**config.mk**
```make
export PLATFORM = sky130hd
export DESIGN_NAME = reset_cause_and_startup
export DESIGN_NICKNAME = d
export VERILOG_FILES = /design/src/design/reset_cause_pkg.sv /design/src/design/sync_2ff.sv /design/src/design/delay_counter.sv /design/src/design/reset_cause_and_startup.sv
export VERILOG_INCLUDE_DIRS = /design/src /design/src/design
export SDC_FILE = /design/constraint.sdc
export NUM_CORES = 1
export LEC_CHECK = 0
export BUFFER_PORTS_ARGS = -buffer_cell sky130_fd_sc_hd__buf_2
export CAP_MARGIN = 20
export CORE_MARGIN = 2
export CORE_UTILIZATION = 44
export DETAILED_ROUTE_END_ITERATION = 8
export GPL_TIMING_DRIVEN = 0
export HOLD_SLACK_MARGIN = 0.1
export PLACE_DENSITY = 0.72
export SLEW_MARGIN = 5
export SYNTH_ARGS = -nofsm -noshare
export SYNTH_HDL_FRONTEND = slang
export SYNTH_SLANG_ARGS = --single-unit
```
**constraint.sdc**
```tcl
create_clock -name clk_sys -period 3.4 [get_ports clk_sys]
set_input_delay 0.51 -clock clk_sys [delete_from_list [all_inputs] [get_ports clk_sys]]
set_output_delay 0.51 -clock clk_sys [all_outputs]
set_load 0.1 [all_outputs]
```
**src/design/reset_cause_regs.svh**
```systemverilog
`ifndef RESET_CAUSE_REGS_SVH
`define RESET_CAUSE_REGS_SVH

// ********************************
// register offsets (byte addresses)
// ********************************
`define RC_ADDR_W 12
`define RC_OFF_CAUSE 12'h000
`define RC_OFF_CTRL 12'h004
`define RC_OFF_STAT 12'h008
`define RC_OFF_PC 12'h00C
`define RC_OFF_IRQ_STAT 12'h010
`define RC_OFF_IRQ_MASK 12'h014

// ********************************
// field positions
// ********************************
`define RC_BIT_BROWNOUT 0
`define RC_BIT_POR 1
`define RC_BIT_TIMEOUT 0
`define RC_BIT_POWERDOWN 1
`define RC_BIT_HOLD 2
`define RC_BIT_SLEEP 0
`define RC_BIT_PUP_DIS 1
`define RC_BIT_BROWNOUT_EN 2
`define RC_OSC_LSB 4
`define RC_IRQ_RELEASE 0
`define RC_IRQ_CAUSE 1

// ********************************
// reset values
// ********************************
`define RC_CTRL_RST 8'h00
`define RC_MASK_RST 8'h00

// ********************************
// addresses and timing
// ********************************
`define RC_PC_W 13
`define RC_VEC_RESET 13'h0000
`define RC_VEC_IRQ 13'h0004
`define RC_CLK_MHZ 50
`define RC_CPU_START_NS 10000
`define RC_CPU_START_CYC ((`RC_CPU_START_NS * `RC_CLK_MHZ) / 1000)
`define RC_PUP_MS 72
`define RC_PUP_CYC (`RC_PUP_MS * `RC_CLK_MHZ * 1000)
`define RC_OSC_START_CYC 1024

`endif

```
**src/design/reset_cause_pkg.sv**
```systemverilog
package reset_cause_pkg;

    typedef enum logic [2:0] {
        OSC_XTAL_LOW = 3'h0,
        OSC_XTAL_STD = 3'h1,
        OSC_XTAL_FAST = 3'h2,
        OSC_EXT_CLOCK = 3'h3,
        OSC_INT_RC = 3'h4,
        OSC_INT_RC_CLKO = 3'h5,
        OSC_EXT_RC = 3'h6,
        OSC_EXT_RC_CLKO = 3'h7
    } osc_mode_t;

    typedef enum logic [3:0] {
        EV_POR = 4'h0,
        EV_BROWNOUT = 4'h1,
        EV_PIN_CLEAR = 4'h2,
        EV_DOG_RESET = 4'h3,
        EV_DOG_WAKE = 4'h4,
        EV_IRQ_WAKE = 4'h5,
        EV_NONE = 4'hF
    } event_t;

    typedef enum logic [4:0] {
        ST_RUN = 5'b00001,
        ST_PUP = 5'b00010,
        ST_OSC = 5'b00100,
        ST_CPU = 5'b01000,
        ST_PIN = 5'b10000
    } seq_state_t;

endpackage

```
**src/design/sync_2ff.sv**
```systemverilog
`timescale 1ns/1ps

module sync_2ff #(
    parameter int WIDTH = 1,
    parameter logic [WIDTH-1:0] RESET_VAL = '0
) (
    input wire logic clk_sys,
    input wire logic nrst,
    input wire logic [WIDTH-1:0] async,
    output logic [WIDTH-1:0] synced
);
    logic [WIDTH-1:0] meta_r;
    logic [WIDTH-1:0] meta_nxt;
    logic [WIDTH-1:0] synced_nxt;

    always_comb begin
        meta_nxt = async;
        synced_nxt = meta_r;
    end

    always_ff @(posedge clk_sys) begin
        if (!nrst) begin
            meta_r <= RESET_VAL;
            synced <= RESET_VAL;
        end else begin
            meta_r <= meta_nxt;
            synced <= synced_nxt;
        end
    end
endmodule

```
**src/design/delay_counter.sv**
```systemverilog
`timescale 1ns/1ps

module delay_counter #(
    parameter int WIDTH = 32
) (
    input wire logic clk_sys,
    input wire logic nrst,
    input wire logic load,
    input wire logic [WIDTH-1:0] count,
    input wire logic tick,
    output logic done
);
    logic [WIDTH-1:0] remain_r;
    logic [WIDTH-1:0] remain_nxt;
    logic done_nxt;

    always_comb begin
        remain_nxt = remain_r;
        if (load) begin
            remain_nxt = count;
        end else if (tick && remain_r != '0) begin
            remain_nxt = remain_r - 1'b1;
        end
        done_nxt = !load && (remain_nxt == '0);
    end

    always_ff @(posedge clk_sys) begin
        if (!nrst) begin
            remain_r <= '0;
            done <= 1'b0;
        end else begin
            remain_r <= remain_nxt;
            done <= done_nxt;
        end
    end
endmodule

```
**src/design/reset_cause_and_startup.sv**
```systemverilog
`timescale 1ns/1ps
`include "reset_cause_regs.svh"

module reset_cause_and_startup
    import reset_cause_pkg::*;
#(
    parameter int PUP_CYC = `RC_PUP_CYC,
    parameter int OSC_START_CYC = `RC_OSC_START_CYC
) (
    input wire logic clk_sys,
    input wire logic nrst,
    input wire logic [11:0] paddr,
    input wire logic psel,
    input wire logic penable,
    input wire logic pwrite,
    input wire logic [31:0] pwdata,
    output logic [31:0] prdata,
    output logic pready,
    output logic pslverr,
    input wire logic porEvent,
    input wire logic borEvent,
    input wire logic masterClearPinN,
    input wire logic dogTimeout,
    input wire logic irqWake,
    input wire logic globalIrqEnable,
    input wire logic oscTick,
    input wire logic [`RC_PC_W-1:0] sleepPc,
    output logic cpuHoldReset,
    output logic [`RC_PC_W-1:0] startPc,
    output logic startPcValid,
    output logic irq
);
    localparam int CPU_CYC = (`RC_CPU_START_CYC < 1) ? 1 : `RC_CPU_START_CYC;

    // ********************************
    // pin synchronisers
    // ********************************
    logic [5:0] pinsSync;
    logic porS, brownS, clearNS, dogS, wakeS, oscS;
    // clear pin idles high: its stage resets high, else nrst looks like a pin reset
    sync_2ff #(.WIDTH(6), .RESET_VAL(6'h08)) pinSync (
        .clk_sys(clk_sys),
        .nrst(nrst),
        .async({porEvent, borEvent, masterClearPinN, dogTimeout, irqWake, oscTick}),
        .synced(pinsSync)
    );
    assign {porS, brownS, clearNS, dogS, wakeS, oscS} = pinsSync;

    logic dogPrev_r, oscPrev_r, wakePrev_r, dogPrev_nxt, oscPrev_nxt, wakePrev_nxt;
    logic dogRise, oscRise, wakeRise;
    always_comb begin
        dogPrev_nxt = dogS;
        oscPrev_nxt = oscS;
        wakePrev_nxt = wakeS;
        dogRise = dogS && !dogPrev_r;
        oscRise = oscS && !oscPrev_r;
        wakeRise = wakeS && !wakePrev_r;
    end
    always_ff @(posedge clk_sys) begin
        if (!nrst) begin
            dogPrev_r <= 1'b0;
            oscPrev_r <= 1'b0;
            wakePrev_r <= 1'b0;
        end else begin
            dogPrev_r <= dogPrev_nxt;
            oscPrev_r <= oscPrev_nxt;
            wakePrev_r <= wakePrev_nxt;
        end
    end

    // ********************************
    // registers
    // ********************************
    logic [1:0] cause_r, cause_nxt;
    logic [1:0] status_r, status_nxt;
    logic [7:0] ctrl_r, ctrl_nxt;
    logic [1:0] irqStat_r, irqStat_nxt;
    logic [1:0] irqMask_r, irqMask_nxt;
    logic [31:0] prdata_nxt;
    logic pslverr_nxt, irq_nxt;
    seq_state_t state_r, state_nxt;
    logic [`RC_PC_W-1:0] startPc_nxt;
    logic startPcValid_nxt, hold_nxt;
    logic isCrystal, pupOn;
    logic [31:0] loadCount;
    logic loadPup, loadOsc, loadCpu, pupDone, oscDone, cpuDone;
    event_t ev;

    logic apbWr, apbRd, apbSetup, mapped;
    logic releaseEv;
    osc_mode_t oscMode;
    assign apbWr = psel && penable && pwrite;
    assign apbSetup = psel && !penable;
    assign apbRd = apbSetup && !pwrite;
    assign mapped = (paddr == `RC_OFF_CAUSE) || (paddr == `RC_OFF_CTRL) || (paddr == `RC_OFF_STAT)
        || (paddr == `RC_OFF_PC) || (paddr == `RC_OFF_IRQ_STAT) || (paddr == `RC_OFF_IRQ_MASK);
    assign oscMode = osc_mode_t'(ctrl_r[`RC_OSC_LSB +: 3]);

    // ********************************
    // event decode, priority highest first
    // ********************************
    always_comb begin
        ev = EV_NONE;
        if (porS) begin
            ev = EV_POR;
        end else if (brownS && ctrl_r[`RC_BIT_BROWNOUT_EN]) begin
            ev = EV_BROWNOUT;
        end else if (!clearNS) begin
            ev = EV_PIN_CLEAR;
        end else if (dogRise) begin
            ev = ctrl_r[`RC_BIT_SLEEP] ? EV_DOG_WAKE : EV_DOG_RESET;
        end else if (wakeRise && ctrl_r[`RC_BIT_SLEEP]) begin
            ev = EV_IRQ_WAKE;
        end
    end

    // ********************************
    // start-up sequencer
    // ********************************
    always_comb begin
        isCrystal = (oscMode == OSC_XTAL_LOW) || (oscMode == OSC_XTAL_STD) || (oscMode == OSC_XTAL_FAST);
        pupOn = !ctrl_r[`RC_BIT_PUP_DIS];
        state_nxt = state_r;
        startPc_nxt = startPc;
        startPcValid_nxt = 1'b0;
        loadPup = 1'b0;
        loadOsc = 1'b0;
        loadCpu = 1'b0;
        releaseEv = 1'b0;
        case (ev)
            EV_POR, EV_BROWNOUT: begin
                startPc_nxt = `RC_VEC_RESET;
                if (pupOn) begin
                    state_nxt = ST_PUP;
                    loadPup = 1'b1;
                end else if (isCrystal) begin
                    state_nxt = ST_OSC;
                    loadOsc = 1'b1;
                end else begin
                    state_nxt = ST_CPU;
                    loadCpu = 1'b1;
                end
            end
            EV_PIN_CLEAR: begin
                startPc_nxt = `RC_VEC_RESET;
                state_nxt = ST_PIN;
            end
            EV_DOG_RESET: begin
                startPc_nxt = `RC_VEC_RESET;
                state_nxt = ST_CPU;
                loadCpu = 1'b1;
            end
            EV_DOG_WAKE, EV_IRQ_WAKE: begin
                // vector only for an irq wake with global enable
                startPc_nxt = (ev == EV_IRQ_WAKE && globalIrqEnable) ? `RC_VEC_IRQ : sleepPc + 1'b1;
                state_nxt = isCrystal ? ST_OSC : ST_CPU;
                loadOsc = isCrystal;
                loadCpu = !isCrystal;
            end
            default: begin
                case (state_r)
                    ST_PUP: begin
                        if (pupDone) begin
                            state_nxt = isCrystal ? ST_OSC : ST_RUN;
                            loadOsc = isCrystal;
                            releaseEv = !isCrystal;
                        end
                    end
                    ST_OSC: begin
                        if (oscDone) begin
                            state_nxt = ST_RUN;
                            releaseEv = 1'b1;
                        end
                    end
                    ST_CPU: begin
                        if (cpuDone) begin
                            state_nxt = ST_RUN;
                            releaseEv = 1'b1;
                        end
                    end
                    ST_PIN: begin
                        // pin release starts execution at once
                        state_nxt = ST_RUN;
                        releaseEv = 1'b1;
                    end
                    default: state_nxt = ST_RUN;
                endcase
            end
        endcase
        startPcValid_nxt = releaseEv;
        hold_nxt = (state_nxt != ST_RUN);
        loadCount = loadPup ? 32'(PUP_CYC) : loadOsc ? 32'(OSC_START_CYC) : 32'(CPU_CYC);
    end

    // one shared counter times cpu start-up and both other delays, cpu start-up the shortest by default
    delay_counter #(.WIDTH(32)) mainDelay (
        .clk_sys(clk_sys),
        .nrst(nrst),
        .load(loadPup || loadOsc || loadCpu),
        .count(loadCount),
        .tick((state_r == ST_OSC) ? oscRise : 1'b1),
        .done(cpuDone)
    );
    assign pupDone = cpuDone;
    assign oscDone = cpuDone;

    // ********************************
    // flags, control and bus
    // ********************************
    always_comb begin
        cause_nxt = cause_r;
        status_nxt = status_r;
        ctrl_nxt = ctrl_r;
        irqStat_nxt = irqStat_r;
        irqMask_nxt = irqMask_r;
        prdata_nxt = 32'h0000_0000;
        pslverr_nxt = apbSetup && !mapped;
        if (apbWr) begin
            if (paddr == `RC_OFF_CAUSE) begin
                cause_nxt = pwdata[1:0];
            end else if (paddr == `RC_OFF_CTRL) begin
                ctrl_nxt = pwdata[7:0];
            end else if (paddr == `RC_OFF_IRQ_STAT) begin
                irqStat_nxt = irqStat_r & ~pwdata[1:0];
            end else if (paddr == `RC_OFF_IRQ_MASK) begin
                irqMask_nxt = pwdata[1:0];
            end
        end
        // decoded in setup so data and refusal stand together with pready
        if (apbRd) begin
            if (paddr == `RC_OFF_CAUSE) begin
                prdata_nxt = {30'h0, cause_r};
            end else if (paddr == `RC_OFF_CTRL) begin
                prdata_nxt = {24'h0, ctrl_r};
            end else if (paddr == `RC_OFF_STAT) begin
                prdata_nxt = {29'h0, cpuHoldReset, status_r};
            end else if (paddr == `RC_OFF_PC) begin
                prdata_nxt = {19'h0, startPc};
            end else if (paddr == `RC_OFF_IRQ_STAT) begin
                prdata_nxt = {30'h0, irqStat_r};
            end else if (paddr == `RC_OFF_IRQ_MASK) begin
                prdata_nxt = {30'h0, irqMask_r};
            end
        end
        // hardware events win over software writes
        case (ev)
            EV_POR: begin
                cause_nxt[`RC_BIT_POR] = 1'b0;
                status_nxt = 2'b11;
                ctrl_nxt[`RC_BIT_SLEEP] = 1'b0;
            end
            EV_BROWNOUT: begin
                cause_nxt[`RC_BIT_BROWNOUT] = 1'b0;
                status_nxt = 2'b11;
                ctrl_nxt[`RC_BIT_SLEEP] = 1'b0;
            end
            EV_PIN_CLEAR: begin
                if (ctrl_r[`RC_BIT_SLEEP]) begin
                    status_nxt = 2'b01;
                end
                ctrl_nxt[`RC_BIT_SLEEP] = 1'b0;
            end
            EV_DOG_RESET: status_nxt = 2'b10;
            EV_DOG_WAKE: begin
                status_nxt = 2'b00;
                ctrl_nxt[`RC_BIT_SLEEP] = 1'b0;
            end
            EV_IRQ_WAKE: begin
                status_nxt = 2'b01;
                ctrl_nxt[`RC_BIT_SLEEP] = 1'b0;
            end
            default: ;
        endcase
        if (releaseEv) begin
            irqStat_nxt[`RC_IRQ_RELEASE] = 1'b1;
        end
        if (ev != EV_NONE) begin
            irqStat_nxt[`RC_IRQ_CAUSE] = 1'b1;
        end
        irq_nxt = |(irqStat_nxt & irqMask_nxt);
    end

    always_ff @(posedge clk_sys) begin
        if (!nrst) begin
            cause_r <= 2'b11;
            status_r <= 2'b11;
            ctrl_r <= `RC_CTRL_RST;
            irqStat_r <= 2'b00;
            irqMask_r <= 2'b00;
            prdata <= 32'h0000_0000;
            pslverr <= 1'b0;
            pready <= 1'b0;
            irq <= 1'b0;
            state_r <= ST_RUN;
            startPc <= `RC_VEC_RESET;
            startPcValid <= 1'b0;
            cpuHoldReset <= 1'b0;
        end else begin
            cause_r <= cause_nxt;
            status_r <= status_nxt;
            ctrl_r <= ctrl_nxt;
            irqStat_r <= irqStat_nxt;
            irqMask_r <= irqMask_nxt;
            prdata <= prdata_nxt;
            pslverr <= pslverr_nxt;
            pready <= psel && !penable;
            irq <= irq_nxt;
            state_r <= state_nxt;
            startPc <= startPc_nxt;
            startPcValid <= startPcValid_nxt;
            cpuHoldReset <= hold_nxt;
        end
    end
endmodule

```
==> flow_summary.json <==
{
  "setup_total_negative_slack_ps": 0,
  "holdBufCountCts": 0,
  "antenna_violations_before_repair": 0,
  "maxCapViolCount": 0,
  "setup_bufs_post_cts": 0,
  "drive_gt1_share_pct": 19.2,
  "hold_path.class": "input pin to register",
  "drt-vias-per-instance": 5.31,
  "synth_largest_type_area_fraction_pct": 42.4,
  "placed_cell_area_sq_mm": 0.00533,
  "standby_leakage_power_nw": 2.38,
  "critPathArrivalTime_ps": 3490,
  "finish.utilization_pct": 53.2,
  "hpwl_um": 8880,
  "grt_overflow": 0,
  "grt.total_usage_pct": 20.6,
  "power_per_cell_area_mw_per_mm2": 625,
  "final_nets": 729,
  "worst_reg2reg_endpoint": "mainDelay.done",
  "finalMaxSlewViolations": 0,
  "layout_commonest_cell": "dfxtp_1",
  "start_util_pct": 45.5,
  "place_ws_ps": 101,
  "cp-start-kind": "register",
  "timing.critical_path.max_delay_family": "simple AND/OR/NAND/NOR gates",
  "port_buffers": 74,
  "pin_count": 119,
  "relSlewSlack_pct": 48.6,
  "detail-route-antenna-nets": 0,
  "drc_errors": 0,
  "cts_tree": "yes",
  "cp_num_cells": 11,
  "worstSetupPathType": "register to register",
  "rows": 37,
  "max_slew.worst_pin.slew_ps": 763,
  "cts-buffers-inserted": 9,
  "worst_path_largest_cell_delay_ps": 550,
  "final.period_utilization_pct": 94.4,
  "fin_crit_ps": 3210,
  "cp-startpoint": "mainDelay.remain_r[0]",
  "clk_path_buf_depth": 2,
  "post-route-worst-setup-slack_ps": 189,
  "final_cell_count_no_fill": 798,
  "wirelength_um": 11700,
  "fin_worst_skew_ps": 13.4,
  "cp_max_fo": 7,
  "clkSinkCount": 100,
  "vdd_drop_max_v": 0.000226,
  "synth_edf_count": 0,
  "timing_hold_violations_final": 0,
  "crit_path_end": "mainDelay.done",
  "max_freq_mhz": 311,
  "h-tree-depth": 3,
  "yosys_most_used_dff": "dfxtp_1",
  "synthesis.area_per_instance_sq_um": 8.52,
  "cell_area_after_layout_sq_mm": 0.00552,
  "clock_latency_on_the_worst_skew_pair_ps": 370,
  "post-layout-total-power_mw": 3.45,
  "count_of_vias_placed_by_the_detailed_router": 4237,
  "synth_cells": 554,
  "fin_hold_ws_ps": 319,
  "run_status": "completed",
  "setup.reg_to_reg.worst_slack_ps": 190,
  "synth-async-reset-ratio_pct": 0,
  "synth_seq_cells": 100,
  "reg2reg_depth": 11,
  "synth_sequential_area_ratio_pct": 42.4,
  "die_extent_in_x_um": 108,
  "critical_path_required_ps": 3680,
  "die-height_um": 108,
  "syn2layout_area_growth_pct": 17.0,
  "regToRegStartpoint": "mainDelay.remain_r[0]",
  "coreArea_sq_mm": 0.0104,
  "area_leader_netlist": "dfxtp_1",
  "cpMaxStageDelayCell": "or4_4",
  "grt_first_pass_wirelength_um": 19000,
  "grt_start_max_net_pins": 17,
  "placed_cells": 782,
  "firstDrtPassIters": 5,
  "ctsResizeCount": 0,
  "cp-end-kind": "register",
  "post_synth_instance_area_sq_mm": 0.00472,
  "timing.critical_path.cells": "clkbuf_1 > inv_1 > ha_1 > or3b_1 > or4_4 > or4_4 > nor3_2 > nand2_1 > o311ai_2 > a31oi_2 > nor4b_2",
  "layout.cells.most_common_list": "dfxtp_1 (100), buf_2 (74), nor2_1 (72), nand2_1 (41), a21oi_1 (25)",
  "report.final.setup_viol": 0,
  "drt_iter0_markers": 246,
  "vias_in_the_first_global_route": 3983,
  "fillCellCount": 980,
  "worst_setup_hold_path_clk_slew_ps": 90,
  "rsz0062_at_grt": "no",
  "synthTopCellsByArea": "dfxtp_1 (42%), nor2_1 (5.7%), xnor2_1 (3.9%)",
  "post_drt_wl_per_cell_um": 14.6,
  "finalWeightedCongestion": 0.868,
  "num_antenna_cells": 0,
  "critPathMostFrequentCell": "or4_4",
  "cts_root_buf": "clkbuf_8",
  "ys_types": 59,
  "path_buf_inv": 2,
  "design.die.area_sq_mm": 0.0116,
  "yosys_warnings": 0
}
how the worst min path moves through the flow:
stage | start | endpoint | slack [ps] | cells past startpoint
6_report | masterClearPinN | pinSync.meta_r[3] | 320 | 2
5_1_grt | masterClearPinN | pinSync.meta_r[3] | 320 | 2
4_1_cts | masterClearPinN | pinSync.meta_r[3] | 310 | 2
3_5_place_dp | pinSync.meta_r[3] | pinSync.synced[3] | 420 | 1
3_3_place_gp | pinSync.meta_r[3] | pinSync.synced[3] | 390 | 1
2_1_floorplan | pinSync.meta_r[3] | pinSync.synced[3] | 390 | 1
where the power goes:
group	internal [mW]	switching [mW]
clock network	0.270	0.421
registers	1.29	0.128
logic	0.533	0.807
state kept, by name, indices dropped and copies added, names as in the netlist:
| name | cells |
|---|---|
| cause_r | 2 |
| cpuHoldReset | 1 |
| ctrl_r | 8 |
| dogPrev_r | 1 |
| irq | 1 |
| irqMask_r | 2 |
| irqStat_r | 2 |
| mainDelay.done | 1 |
| mainDelay.remain_r | 32 |
| oscPrev_r | 1 |
| pinSync.meta_r | 6 |
| pinSync.synced | 6 |
| prdata | 13 |
| pready | 1 |
| pslverr | 1 |
| startPc | 13 |
| startPcValid | 1 |
| state_r | 5 |
| status_r | 2 |
| wakePrev_r | 1 |
worst reg2reg max path: stages (launching register included):
cell,delay [ps]
dfxtp_1,310
clkbuf_1,160
inv_1,130
ha_1,180
or3b_1,410
or4_4,460
or4_4,550
nor3_2,140
nand2_1,90
o311ai_2,310
a31oi_2,160
nor4b_2,240
synth_stat cells (6+ instances only):
master      n
a21oi_1    25
a22oi_1    13
a31oi_1     9
and2_1     20
and3_1      6
buf_4      19
clkbuf_1   16
dfxtp_1   100
inv_1      12
mux2i_1    14
nand2_1    41
nand2b_1   10
nand3_1    18
nor2_1     72
nor2b_1     6
nor3_1     23
nor4_1     13
o21ai_0    19
xnor2_1    21
xor2_1     16
metal layers:
| layer | up-vias | routed length (um) | track usage (%) |
|---|---|---|---|
| met5 | - | 0 | 0 |
| li1 | 2117 | - | - |
| met2 | 116 | 5810 | 35.2 |
| met1 | 1986 | 5070 | 26.1 |
| met4 | 0 | 246 | 9.07 |
| met3 | 18 | 563 | 2.54 |
area by class of cell:
type | count | area (sq um) | share of cell area [%]
Tap cell | 136 | 170 | 3.08
Buffer | 36 | 206 | 3.74
Clock inverter | 5 | 36.3 | 0.657
Inverter | 12 | 45.0 | 0.816
Multi-Input combinational cell | 424 | 2560 | 46.4
Timing Repair Buffer | 74 | 370 | 6.71
Sequential cell | 100 | 2000 | 36.3
Clock buffer | 11 | 131 | 2.38
kinds of logic (layout without fill, tap and decap cells):
logic type      count (synthesis)  after routing  share of synthesized area, %
xor+xnor                       37             37                          6.87
fa+ha+maj                       3              3                         0.796
other cells                     1             19                        0.0795
mux                            14             14                          2.97
simple gates                  252            252                          27.8
buf+inv                        48            138                          5.33
compound gates                 99             99                          13.7
flops                         100            100                          42.4
(Power assumes the default switching activity.)
